**src/pkg/egs_pkg.sv**
```systemverilog
// egs_pkg: constants and types shared by the exhaust-gas sensor frame reader.
// assumes a 40 MHz system clock and a frame-level CAN controller outside.
package egs_pkg;
  localparam int unsigned CLK_HZ = 40_000_000;
  localparam int unsigned CAN_BIT_RATE = 250_000;
  localparam int unsigned CAN_BIT_CYCLES = CLK_HZ / CAN_BIT_RATE;
  localparam int unsigned RX_TIMEOUT_MS = 100;
  localparam int unsigned RX_TIMEOUT_MIN_MS = 50;
  localparam int unsigned TX_TIMEOUT_MS = 0;
  localparam int unsigned RX_TIMEOUT_CYCLES = RX_TIMEOUT_MS * (CLK_HZ / 1000);
  localparam int unsigned TX_TIMEOUT_CYCLES = (TX_TIMEOUT_MS * (CLK_HZ / 1000) > 0) ?
    TX_TIMEOUT_MS * (CLK_HZ / 1000) : 1;
  localparam int unsigned PREHEAT_LOW_C = 80;
  localparam int unsigned PREHEAT_HIGH_C = 120;
  localparam logic [28:0] HEATER_CMD_ID_DFLT = 29'h18FE_DF00;
  localparam logic [28:0] CH1_RESULT_ID_DFLT = 29'h18F0_0F52;
  localparam logic [28:0] CH2_RESULT_ID_DFLT = 29'h18F0_0E51;
  // payload field positions (bytes little-endian within the 64-bit data word)
  localparam int unsigned NOX_LSB = 0;
  localparam int unsigned O2_LSB = 16;
  localparam int unsigned SUPPLY_LSB = 32;
  localparam int unsigned TEMP_LSB = 34;
  localparam int unsigned NOXVAL_LSB = 36;
  localparam int unsigned O2VAL_LSB = 38;
  localparam int unsigned HMODE_LSB = 40;
  localparam int unsigned HCIRC_LSB = 48;
  localparam int unsigned NCIRC_LSB = 53;
  localparam int unsigned OCIRC_LSB = 58;
  localparam logic [1:0] HEAT_FULL = 2'h1;
  localparam logic [1:0] HEAT_PRE = 2'h0;
  localparam logic [63:0] CMD_FILL = 64'hFFFF_FFFF_FFFF_FFFF;
  localparam logic [3:0] CMD_DLC = 4'h8;
  typedef enum logic [1:0] {ST_ON = 2'h0, ST_OK = 2'h1, ST_ERR = 2'h2, ST_NA = 2'h3} egs_stat_t;
  typedef enum logic [1:0] {HM_AUTO = 2'h0, HM_SLOPE34 = 2'h1, HM_SLOPE12 = 2'h2,
    HM_OFF = 2'h3} egs_hmode_t;
  typedef enum logic [4:0] {CF_OPEN = 5'h05, CF_SHORT = 5'h03, CF_NONE = 5'h1F} egs_circ_t;
  typedef enum logic [1:0] {TS_IDLE = 2'h0, TS_SEND = 2'h1, TS_WAIT = 2'h3} egs_tx_t;
endpackage

```
**src/hw/egs_reader.sv**
```systemverilog
// egs_reader: heater command sender and result frame reader for two sensors.
// assumes a frame-level CAN controller: rx frame strobe with id/data, tx
// strobe with ready; registers reached over a plain strobe port.
// Operation
// - bus bit rate is 250 kbit/s
// - controller acknowledges and transmits, never listen-only
// - receive timeout above 50 ms, 100 default
// - transmit wait below 10 ms, zero default
// - accept every frame, compare ids locally
// - channel starts running right after reset
// - restart bit resets the CAN channel
// - heater command id defaults 18FEDF00h
// - channel 1 results id defaults 18F00F52h
// - channel 2 results id defaults 18F00E51h
// - all three ids overridable as inputs
// - channel 1 request: full heat or preheat
// - channel 2 request: full heat or preheat
// - frame handed over only with update strobe
// - output identifier of last received frame
// - separate result bundle per channel
// - four two-bit status fields per channel
// - heater mode status field
// - three circuit fault status fields
// - presence indication per channel
//
// The implementer's own choices: the plain strobed port and the register offsets.
`timescale 1ns/100ps
`default_nettype none
module egs_reader (
  input wire logic i_clk,
  input wire logic i_reset,
  // register port
  input wire logic [3:0] i_addr,
  input wire logic [31:0] i_wdata,
  input wire logic i_wr,
  input wire logic i_rd,
  output logic [31:0] o_rdata,
  // frame-level CAN controller
  input wire logic i_rx_valid,
  input wire logic [28:0] i_rx_id,
  input wire logic i_rx_ext,
  input wire logic [63:0] i_rx_data,
  output logic o_tx_update,
  output logic [28:0] o_tx_id,
  output logic [3:0] o_tx_dlc,
  output logic [63:0] o_tx_data,
  input wire logic i_tx_ready,
  output logic o_can_reset,
  output logic o_listen_only,
  // identifiers
  input wire logic [28:0] i_heater_command_frame_id,
  input wire logic [28:0] i_channel1_result_frame_id,
  input wire logic [28:0] i_channel2_result_frame_id,
  output logic [28:0] o_last_seen_frame_id,
  // flat result bundles: {ocirc,ncirc,hcirc,hmode,o2v,noxv,temp,supply,o2,nox}
  output logic [56:0] o_channel1_result_bundle,
  output logic [56:0] o_channel2_result_bundle,
  output logic o_present1,
  output logic o_present2
);
  localparam logic [3:0] A_CTRL = 4'h0;
  localparam logic [3:0] A_STAT = 4'h1;
  localparam logic [3:0] A_LASTID = 4'h2;
  localparam logic [3:0] A_CH1A = 4'h3;
  localparam logic [3:0] A_CH2A = 4'h4;
  localparam logic [3:0] A_PERIOD = 4'h5;

  logic primary_heater_request_ff;
  logic secondary_heater_request_ff;
  logic channel_restart_ff;
  logic update_req_ff;
  logic [31:0] period_ff;
  logic [31:0] tick_ff;
  logic [31:0] rdata_ff;
  logic [28:0] last_id_ff;
  logic [28:0] tx_id_ff;
  logic [63:0] tx_data_ff;
  logic tx_upd_ff;
  logic can_reset_ff;
  logic [31:0] txw_ff;
  logic tx_drop_ff;
  egs_pkg::egs_tx_t tx_st_ff;
  logic hit1;
  logic hit2;
  logic [15:0] nox1, o2_1, nox2, o2_2;
  logic [1:0] sup1, tmp1, nv1, ov1, hm1, sup2, tmp2, nv2, ov2, hm2;
  logic [4:0] hc1, nc1, oc1, hc2, nc2, oc2;
  logic pres1, pres2;
  logic [56:0] b1_ff, b2_ff;
  logic p1_ff, p2_ff;
  logic [63:0] cmd_data;

  // every frame is accepted; selection is by local id compare
  assign hit1 = i_rx_valid && i_rx_ext && (i_rx_id == i_channel1_result_frame_id);
  assign hit2 = i_rx_valid && i_rx_ext && (i_rx_id == i_channel2_result_frame_id);

  // control register: bit0 ch1 request, bit1 ch2 request, bit2 restart pulse,
  // bit3 send-now pulse
  always_ff @(posedge i_clk or posedge i_reset) begin
    if (i_reset) begin
      primary_heater_request_ff <= 1'b0;
      secondary_heater_request_ff <= 1'b0;
      channel_restart_ff <= 1'b0;
      update_req_ff <= 1'b0;
      period_ff <= 32'h0000_0000;
    end else begin
      channel_restart_ff <= i_wr && (i_addr == A_CTRL) && i_wdata[2];
      update_req_ff <= i_wr && (i_addr == A_CTRL) && i_wdata[3];
      if (i_wr && i_addr == A_CTRL) begin
        primary_heater_request_ff <= i_wdata[0];
        secondary_heater_request_ff <= i_wdata[1];
      end
      if (i_wr && i_addr == A_PERIOD) begin
        period_ff <= i_wdata;
      end
    end
  end

  always_ff @(posedge i_clk or posedge i_reset) begin
    if (i_reset) begin
      can_reset_ff <= 1'b0;
    end else begin
      can_reset_ff <= channel_restart_ff;
    end
  end

  // periodic command tick, period 0 sends only on demand
  always_ff @(posedge i_clk or posedge i_reset) begin
    if (i_reset) begin
      tick_ff <= 32'h0000_0000;
    end else if (period_ff == 32'h0000_0000 || tick_ff >= period_ff - 32'h0000_0001) begin
      tick_ff <= 32'h0000_0000;
    end else begin
      tick_ff <= tick_ff + 32'h0000_0001;
    end
  end

  // byte 0: ch1 heater request, byte 1: ch2 heater request, rest fill
  always_comb begin
    cmd_data = egs_pkg::CMD_FILL;
    cmd_data[1:0] = primary_heater_request_ff ? egs_pkg::HEAT_FULL : egs_pkg::HEAT_PRE;
    cmd_data[9:8] = secondary_heater_request_ff ? egs_pkg::HEAT_FULL : egs_pkg::HEAT_PRE;
  end

  // transmit: present frame with strobe, wait at most the tx timeout, then drop
  always_ff @(posedge i_clk or posedge i_reset) begin
    if (i_reset) begin
      tx_st_ff <= egs_pkg::TS_IDLE;
      tx_upd_ff <= 1'b0;
      tx_id_ff <= egs_pkg::HEATER_CMD_ID_DFLT;
      tx_data_ff <= 64'h0000_0000_0000_0000;
      txw_ff <= 32'h0000_0000;
      tx_drop_ff <= 1'b0;
    end else if (channel_restart_ff) begin
      tx_st_ff <= egs_pkg::TS_IDLE;
      tx_upd_ff <= 1'b0;
      txw_ff <= 32'h0000_0000;
    end else begin
      case (tx_st_ff)
        egs_pkg::TS_IDLE: begin
          if (update_req_ff || (period_ff != 32'h0000_0000 && tick_ff == 32'h0000_0000)) begin
            tx_id_ff <= i_heater_command_frame_id;
            tx_data_ff <= cmd_data;
            tx_upd_ff <= 1'b1;
            txw_ff <= 32'h0000_0000;
            tx_st_ff <= egs_pkg::TS_SEND;
          end
        end
        egs_pkg::TS_SEND: begin
          if (i_tx_ready) begin
            tx_upd_ff <= 1'b0;
            tx_st_ff <= egs_pkg::TS_WAIT;
          end else if (txw_ff >= egs_pkg::TX_TIMEOUT_CYCLES - 1) begin
            tx_upd_ff <= 1'b0;
            tx_drop_ff <= 1'b1;
            tx_st_ff <= egs_pkg::TS_WAIT;
          end else begin
            txw_ff <= txw_ff + 32'h0000_0001;
          end
        end
        egs_pkg::TS_WAIT: begin
          tx_st_ff <= egs_pkg::TS_IDLE;
        end
        default: begin
          tx_st_ff <= egs_pkg::TS_IDLE;
          tx_upd_ff <= 1'b0;
        end
      endcase
    end
  end

  always_ff @(posedge i_clk or posedge i_reset) begin
    if (i_reset) begin
      last_id_ff <= 29'h0000_0000;
    end else if (i_rx_valid) begin
      last_id_ff <= i_rx_id;
    end
  end

  egs_result u_ch1 (
    .i_clk(i_clk),
    .i_reset(i_reset),
    .i_restart(channel_restart_ff),
    .i_hit(hit1),
    .i_data(i_rx_data),
    .o_nox_raw(nox1),
    .o_o2_raw(o2_1),
    .o_supply(sup1),
    .o_temp(tmp1),
    .o_nox_valid(nv1),
    .o_o2_valid(ov1),
    .o_hmode(hm1),
    .o_hcirc(hc1),
    .o_ncirc(nc1),
    .o_ocirc(oc1),
    .o_present(pres1)
  );

  egs_result u_ch2 (
    .i_clk(i_clk),
    .i_reset(i_reset),
    .i_restart(channel_restart_ff),
    .i_hit(hit2),
    .i_data(i_rx_data),
    .o_nox_raw(nox2),
    .o_o2_raw(o2_2),
    .o_supply(sup2),
    .o_temp(tmp2),
    .o_nox_valid(nv2),
    .o_o2_valid(ov2),
    .o_hmode(hm2),
    .o_hcirc(hc2),
    .o_ncirc(nc2),
    .o_ocirc(oc2),
    .o_present(pres2)
  );

  // output copies so the result bundle and presence outputs come from a flop
  always_ff @(posedge i_clk or posedge i_reset) begin
    if (i_reset) begin
      b1_ff <= 57'h0;
      b2_ff <= 57'h0;
      p1_ff <= 1'b0;
      p2_ff <= 1'b0;
    end else begin
      b1_ff <= {oc1, nc1, hc1, hm1, ov1, nv1, tmp1, sup1, o2_1, nox1};
      b2_ff <= {oc2, nc2, hc2, hm2, ov2, nv2, tmp2, sup2, o2_2, nox2};
      p1_ff <= pres1;
      p2_ff <= pres2;
    end
  end

  always_ff @(posedge i_clk or posedge i_reset) begin
    if (i_reset) begin
      rdata_ff <= 32'h0000_0000;
    end else if (i_rd) begin
      case (i_addr)
        A_CTRL: rdata_ff <= {30'h0, secondary_heater_request_ff, primary_heater_request_ff};
        A_STAT: rdata_ff <= {27'h0, tx_drop_ff, tx_upd_ff, can_reset_ff, p2_ff, p1_ff};
        A_LASTID: rdata_ff <= {3'h0, last_id_ff};
        A_CH1A: rdata_ff <= {o2_1, nox1};
        A_CH2A: rdata_ff <= {o2_2, nox2};
        A_PERIOD: rdata_ff <= period_ff;
        default: rdata_ff <= 32'h0000_0000;
      endcase
    end else begin
      rdata_ff <= 32'h0000_0000;
    end
  end

  assign o_rdata = rdata_ff;
  assign o_tx_update = tx_upd_ff;
  assign o_tx_id = tx_id_ff;
  assign o_tx_dlc = egs_pkg::CMD_DLC;
  assign o_tx_data = tx_data_ff;
  assign o_can_reset = can_reset_ff;
  // controller bit timing is egs_pkg::CAN_BIT_CYCLES clocks per bit
  assign o_listen_only = 1'b0;
  assign o_last_seen_frame_id = last_id_ff;
  assign o_channel1_result_bundle = b1_ff;
  assign o_channel2_result_bundle = b2_ff;
  assign o_present1 = p1_ff;
  assign o_present2 = p2_ff;

  AST_TX_ONLY_IN_SEND: assert property (@(posedge i_clk) disable iff (i_reset)
    o_tx_update |-> tx_st_ff == egs_pkg::TS_SEND)
    else $error("update strobe outside send state");
  AST_TX_ID_CMD: assert property (@(posedge i_clk) disable iff (i_reset)
    $rose(o_tx_update) |-> o_tx_id == $past(i_heater_command_frame_id))
    else $error("command id mismatch");
  AST_TX_HEAT1: assert property (@(posedge i_clk) disable iff (i_reset)
    $rose(o_tx_update) |-> o_tx_data[1:0] ==
      ($past(primary_heater_request_ff) ? egs_pkg::HEAT_FULL : egs_pkg::HEAT_PRE))
    else $error("channel 1 heater request wrong");
  AST_TX_HEAT2: assert property (@(posedge i_clk) disable iff (i_reset)
    $rose(o_tx_update) |-> o_tx_data[9:8] ==
      ($past(secondary_heater_request_ff) ? egs_pkg::HEAT_FULL : egs_pkg::HEAT_PRE))
    else $error("channel 2 heater request wrong");
  AST_TX_FILL: assert property (@(posedge i_clk) disable iff (i_reset)
    $rose(o_tx_update) |-> o_tx_data[63:10] == egs_pkg::CMD_FILL[63:10] &&
      o_tx_data[7:2] == egs_pkg::CMD_FILL[7:2])
    else $error("command fill bits wrong");
  AST_TX_TIMEOUT: assert property (@(posedge i_clk) disable iff (i_reset)
    $rose(o_tx_update) |-> ##[1:2] !o_tx_update)
    else $error("transmit wait exceeded");
  AST_TX_DROP: assert property (@(posedge i_clk) disable iff (i_reset)
    o_tx_update && !i_tx_ready && !channel_restart_ff |=> tx_drop_ff)
    else $error("unaccepted frame not flagged as dropped");
  AST_LAST_ID: assert property (@(posedge i_clk) disable iff (i_reset)
    i_rx_valid |=> o_last_seen_frame_id == $past(i_rx_id))
    else $error("last id not captured");
  AST_LAST_ID_HOLD: assert property (@(posedge i_clk) disable iff (i_reset)
    !i_rx_valid |=> $stable(o_last_seen_frame_id))
    else $error("last id changed without a frame");
  AST_PRESENT1: assert property (@(posedge i_clk) disable iff (i_reset)
    hit1 |-> ##2 o_present1)
    else $error("channel 1 presence missing");
  AST_PRESENT2: assert property (@(posedge i_clk) disable iff (i_reset)
    hit2 |-> ##2 o_present2)
    else $error("channel 2 presence missing");
  AST_RESTART: assert property (@(posedge i_clk) disable iff (i_reset)
    i_wr && i_addr == A_CTRL && i_wdata[2] |-> ##2 o_can_reset ##1 !o_can_reset)
    else $error("restart pulse wrong");
  AST_RESTART_CLEAR1: assert property (@(posedge i_clk) disable iff (i_reset)
    channel_restart_ff && !hit1 |-> ##2 !o_present1)
    else $error("channel 1 presence kept over restart");
  AST_RESTART_CLEAR2: assert property (@(posedge i_clk) disable iff (i_reset)
    channel_restart_ff && !hit2 |-> ##2 !o_present2)
    else $error("channel 2 presence kept over restart");
  AST_LISTEN: assert property (@(posedge i_clk) disable iff (i_reset)
    !o_listen_only)
    else $error("listen only asserted");
  AST_CH1_BUNDLE: assert property (@(posedge i_clk) disable iff (i_reset)
    hit1 && !hit2 |-> ##2 o_channel1_result_bundle[15:0] == $past(i_rx_data[15:0], 2))
    else $error("channel 1 bundle not updated");
  AST_CH2_BUNDLE: assert property (@(posedge i_clk) disable iff (i_reset)
    hit2 && !hit1 |-> ##2 o_channel2_result_bundle[15:0] == $past(i_rx_data[15:0], 2))
    else $error("channel 2 bundle not updated");
  CV_TX: cover property (@(posedge i_clk) o_tx_update ##1 !o_tx_update);
  CV_CH1: cover property (@(posedge i_clk) hit1 ##2 o_present1);
  CV_CH2: cover property (@(posedge i_clk) hit2 ##2 o_present2);
  CV_RESTART: cover property (@(posedge i_clk) o_can_reset);
endmodule
`default_nettype wire

```
**src/hw/egs_result.sv**
```systemverilog
// egs_result: one sensor channel's result bundle and presence timer.
// assumes frame strobes are single-cycle and already filtered by identifier.
`timescale 1ns/100ps
`default_nettype none
module egs_result (
  input wire logic i_clk,
  input wire logic i_reset,
  input wire logic i_restart,
  input wire logic i_hit,
  input wire logic [63:0] i_data,
  output logic [15:0] o_nox_raw,
  output logic [15:0] o_o2_raw,
  output logic [1:0] o_supply,
  output logic [1:0] o_temp,
  output logic [1:0] o_nox_valid,
  output logic [1:0] o_o2_valid,
  output logic [1:0] o_hmode,
  output logic [4:0] o_hcirc,
  output logic [4:0] o_ncirc,
  output logic [4:0] o_ocirc,
  output logic o_present
);
  logic [63:0] data_ff;
  logic [31:0] age_ff;
  logic present_ff;

  always_ff @(posedge i_clk or posedge i_reset) begin
    if (i_reset) begin
      data_ff <= 64'hFFFF_FFFF_FFFF_FFFF;
    end else if (i_hit) begin
      data_ff <= i_data;
    end
  end

  // presence holds while frames keep arriving within the receive timeout
  always_ff @(posedge i_clk or posedge i_reset) begin
    if (i_reset) begin
      age_ff <= 32'h0000_0000;
      present_ff <= 1'b0;
    end else if (i_hit) begin
      // a frame in the restart cycle wins, so a live sensor is not lost
      age_ff <= 32'h0000_0000;
      present_ff <= 1'b1;
    end else if (i_restart) begin
      age_ff <= 32'h0000_0000;
      present_ff <= 1'b0;
    end else if (age_ff >= egs_pkg::RX_TIMEOUT_CYCLES - 1) begin
      present_ff <= 1'b0;
    end else begin
      age_ff <= age_ff + 32'h0000_0001;
    end
  end

  assign o_nox_raw = data_ff[egs_pkg::NOX_LSB +: 16];
  assign o_o2_raw = data_ff[egs_pkg::O2_LSB +: 16];
  assign o_supply = data_ff[egs_pkg::SUPPLY_LSB +: 2];
  assign o_temp = data_ff[egs_pkg::TEMP_LSB +: 2];
  assign o_nox_valid = data_ff[egs_pkg::NOXVAL_LSB +: 2];
  assign o_o2_valid = data_ff[egs_pkg::O2VAL_LSB +: 2];
  assign o_hmode = data_ff[egs_pkg::HMODE_LSB +: 2];
  assign o_hcirc = data_ff[egs_pkg::HCIRC_LSB +: 5];
  assign o_ncirc = data_ff[egs_pkg::NCIRC_LSB +: 5];
  assign o_ocirc = data_ff[egs_pkg::OCIRC_LSB +: 5];
  assign o_present = present_ff;

  AST_PRESENT_ON_HIT: assert property (@(posedge i_clk) disable iff (i_reset)
    i_hit |=> o_present)
    else $error("presence not set after result frame");
endmodule
`default_nettype wire

```
**config.mk**
```make
export PLATFORM = sky130hd
export DESIGN_NAME = egs_reader
export DESIGN_NICKNAME = d
export VERILOG_FILES = /design/src/pkg/egs_pkg.sv /design/src/hw/egs_reader.sv /design/src/hw/egs_result.sv
export SDC_FILE = /design/constraint.sdc
export NUM_CORES = 1
export LEC_CHECK = 0
export ABC_AREA = 1
export BUFFER_PORTS_ARGS = -buffer_cell sky130_fd_sc_hd__buf_2
export CAP_MARGIN = 10
export CORE_MARGIN = 2
export CORE_UTILIZATION = 58
export DETAILED_ROUTE_END_ITERATION = 10
export HOLD_SLACK_MARGIN = 0.06
export PLACE_DENSITY_LB_ADDON = 0.08
export SETUP_SLACK_MARGIN = 0.3
export SKIP_CTS_REPAIR_TIMING = 1
export SLEW_MARGIN = 20
export SYNTH_ARGS = -nofsm -noshare
export SYNTH_HDL_FRONTEND = slang
export SYNTH_SLANG_ARGS = --single-unit
```
**constraint.sdc**
```tcl
create_clock -name i_clk -period 39 [get_ports i_clk]
set_clock_uncertainty 0.1 [all_clocks]
set_input_delay 3.9 -clock i_clk [delete_from_list [all_inputs] [get_ports i_clk]]
set_output_delay 3.9 -clock i_clk [all_outputs]
set_load 0.005 [all_outputs]
```
==> impl_metrics.json <==
{
  "status": "finished clean",
  "post-place-ws_ns": 32.18,
  "cts_buffers": 47,
  "min_path_type": "flip-flop to flip-flop",
  "drive_above_1_share_pct": 26.1,
  "fin_total_pwr_mw": 1.16,
  "reg2reg_slack_ns": 35.32,
  "cts.path.max_buffers": 3,
  "ys_warn_count": 0,
  "worstSetupPathType": "input pin to flip-flop",
  "min_to": "o_present2$_DFF_PP0_",
  "grt_use_total_pct": 32.8,
  "grt_pass1_vias": 18050,
  "arrival_ns": 6.64,
  "grt_overflow": 0,
  "worstHoldStart": "u_ch2.o_present$_DFFE_PP0P_",
  "crit_fanout": 81,
  "min_period_ns": 6.24,
  "synth_area_um2": 21800,
  "ir_drop_v": 0.0000365,
  "whs_path_depth": 0,
  "place.detailed.hpwl_um": 47700,
  "tightest_slew_ns": 0.987,
  "power_density_nw_per_um2": 45.1,
  "antenna_found_initial": 6,
  "synthCells": 2546,
  "synth_most_common_cell": "nand2_1",
  "drc": 0,
  "dr.pass1.iters": 6,
  "drt_first_iter_violations": 1346,
  "setup_viol": 0,
  "async_flop_share_pct": 100,
  "cts_tree": "done",
  "maxSlewHeadroom_pct": 34.2,
  "ys_top_cells_by_area": "dfrtp_1 (38%), dfstp_2 (16%), nand2_1 (11%)",
  "routed_wl_um": 64100,
  "grt_pass1_wl_um": 98400,
  "ys_seq_area_share_pct": 53.8,
  "finalCritPeriodShare_pct": 16.0,
  "tns_ns": 0,
  "gp_congestion": 0.914,
  "synthToLayoutAreaGrowth_pct": 17.8,
  "multiInputGateArea_um2": 8030,
  "reg2regPathDepth": 20,
  "slew_violations": 0,
  "r2r_end": "tick_ff[24]$_DFF_PP0_",
  "layout.filler_cells": 3085,
  "synth_top_area_share_pct": 38.1,
  "cp-end-kind": "flip-flop",
  "root_buffer": "clkbuf_16",
  "r2r-start": "period_ff[1]$_DFFE_PP0P_",
  "synth_enable_flop_cells": 0,
  "final-seq-area_um2": 11700,
  "netlist-cell-type-count": 45,
  "die_x_um": 198,
  "core_area_um2": 37300,
  "fp-row-count": 71,
  "synth_common_cells": "nand2_1 (628), dfrtp_1 (332), nor2_1 (316)",
  "rsz0062_at_grt": "no",
  "clock.fmax_mhz": 160,
  "cellLeakagePower_nw": 13.5,
  "antenna_left": 0,
  "clock_latency_ns": 0.60,
  "vias_per_cell": 5.34,
  "finalNetCount": 3223,
  "avgSynthCellArea_um2": 8.56,
  "cts.sinks": 462,
  "io_buffers": 485,
  "cts_max_level": 2,
  "vias": 18575,
  "required_ns": 39.40,
  "grt_start_max_net_pins": 104,
  "synthFlopType": "dfrtp_1",
  "start_util_pct": 58.4,
  "clk_pin_slew_ns": 0.06,
  "crit_path_start_kind": "input pin",
  "ios": 500,
  "die_h_um": 198,
  "drv_cap": 0,
  "routedWlPerCell_um": 18.4,
  "synth-seq-cells": 462,
  "synth_top_area_cell": "dfrtp_1",
  "final-hold-violation-count": 0,
  "die_area_um2": 39100,
  "finalWorstSetupSlack_ns": 32.76
}
## area by class of cell
type / count / area share [%]
flip-flops and latches: 462 / 45.7
multi-input cells: 1631 / 31.3
repair buffers: 503 / 9.99
clock buffers: 70 / 5.35
inverters: 317 / 4.66
well taps: 474 / 2.31
clock inverters: 16 / 0.736
diodes: 3 / 0.0292
## how the worst max path moves through the flow
stage                                   end       start  slack [ns]
6_report        u_ch2.age_ff[8]$_DFFE_PP0P_  i_rx_valid       32.76
5_1_grt        u_ch2.age_ff[21]$_DFFE_PP0P_  i_rx_valid       32.49
4_1_cts        u_ch2.age_ff[21]$_DFFE_PP0P_  i_rx_valid       32.79
3_5_place_dp   u_ch2.age_ff[21]$_DFFE_PP0P_  i_rx_valid       32.18
3_3_place_gp    u_ch2.age_ff[8]$_DFFE_PP0P_  i_rx_valid       32.25
2_1_floorplan  channel_restart_ff$_DFF_PP0_     i_reset       22.33
## critical path, cell delays in order
cell and delay [ns]:
buf_2 0.09, buf_4 0.28, nand2_2 0.15, nor2_1 0.07, nand2_1 0.07, nor2b_1 0.04, nand2_1 0.08, nor2_1 0.07
nand2_4 0.23, buf_4 0.71, nand2_1 0.57, a21oi_1 0.28
## logic make-up after synthesis
logic type,after synthesis,synth area share (%)
adders and majority gates,38,2.18
buffers and inverters,458,9.65
muxes,5,0.258
AOI/OAI and AO/OA,274,7.31
DFF,462,53.8
xor gates and xnor gates,81,3.25
and+or+nand+nor,1226,23.5
other,2,0.0345
## cell usage in the layout, fill, tap and decap left out, drive strengths merged, types with 8 or more instances in the layout
cell type,Yosys,routed
o21ai,154,154
nor2,329,329
nand3,143,143
nor4,10,10
clkbuf,33,70
ha,38,38
clkinv,2,8
nor3,43,43
buf,108,503
xnor2,26,26
dfrtp,332,332
a21oi,74,74
nand2,636,636
inv,315,320
a221oi,27,27
dfstp,130,130
nand4,48,48
xor2,55,55
## state kept, by name, summed over array words and instances (netlist names), 32 cells and up
register                  count
u_ch1.data_ff                57
u_ch2.data_ff                57
o_rdata                      32
u_ch1.age_ff                 32
tick_ff                      32
o_channel2_result_bundle     57
period_ff                    32
o_channel1_result_bundle     57
u_ch2.age_ff                 32
## layer usage
layer / part of all wire [%] / GRT usage [%]
met1: 41 / 43.5
met2: 46 / 51.9
met3: 8.5 / 8.11
met4: 3.7 / 13.4
met5: 0.033 / 0
## stage by stage
stage | std cells | area, um2 | utilization [%] | hold slack [ns]
after global placement | 3387 | 24100 | 64.6 | 0.262
after detailed placement | 3387 | 24100 | 64.6 | 0.270
after floorplan | 2551 | 21800 | - | 0.252
after CTS | 3473 | 25700 | 68.8 | 0.282
after global routing | 3476 | 25700 | 68.8 | 0.295
final | 3476 | 25700 | 68.8 | 0.281
## power by group
group	switching (mW)	internal (mW)
clock	0.193	0.260
combinational	0.102	0.0585
sequential	0.0276	0.517
No activity file was read; power rests on OpenSTA's default activity.
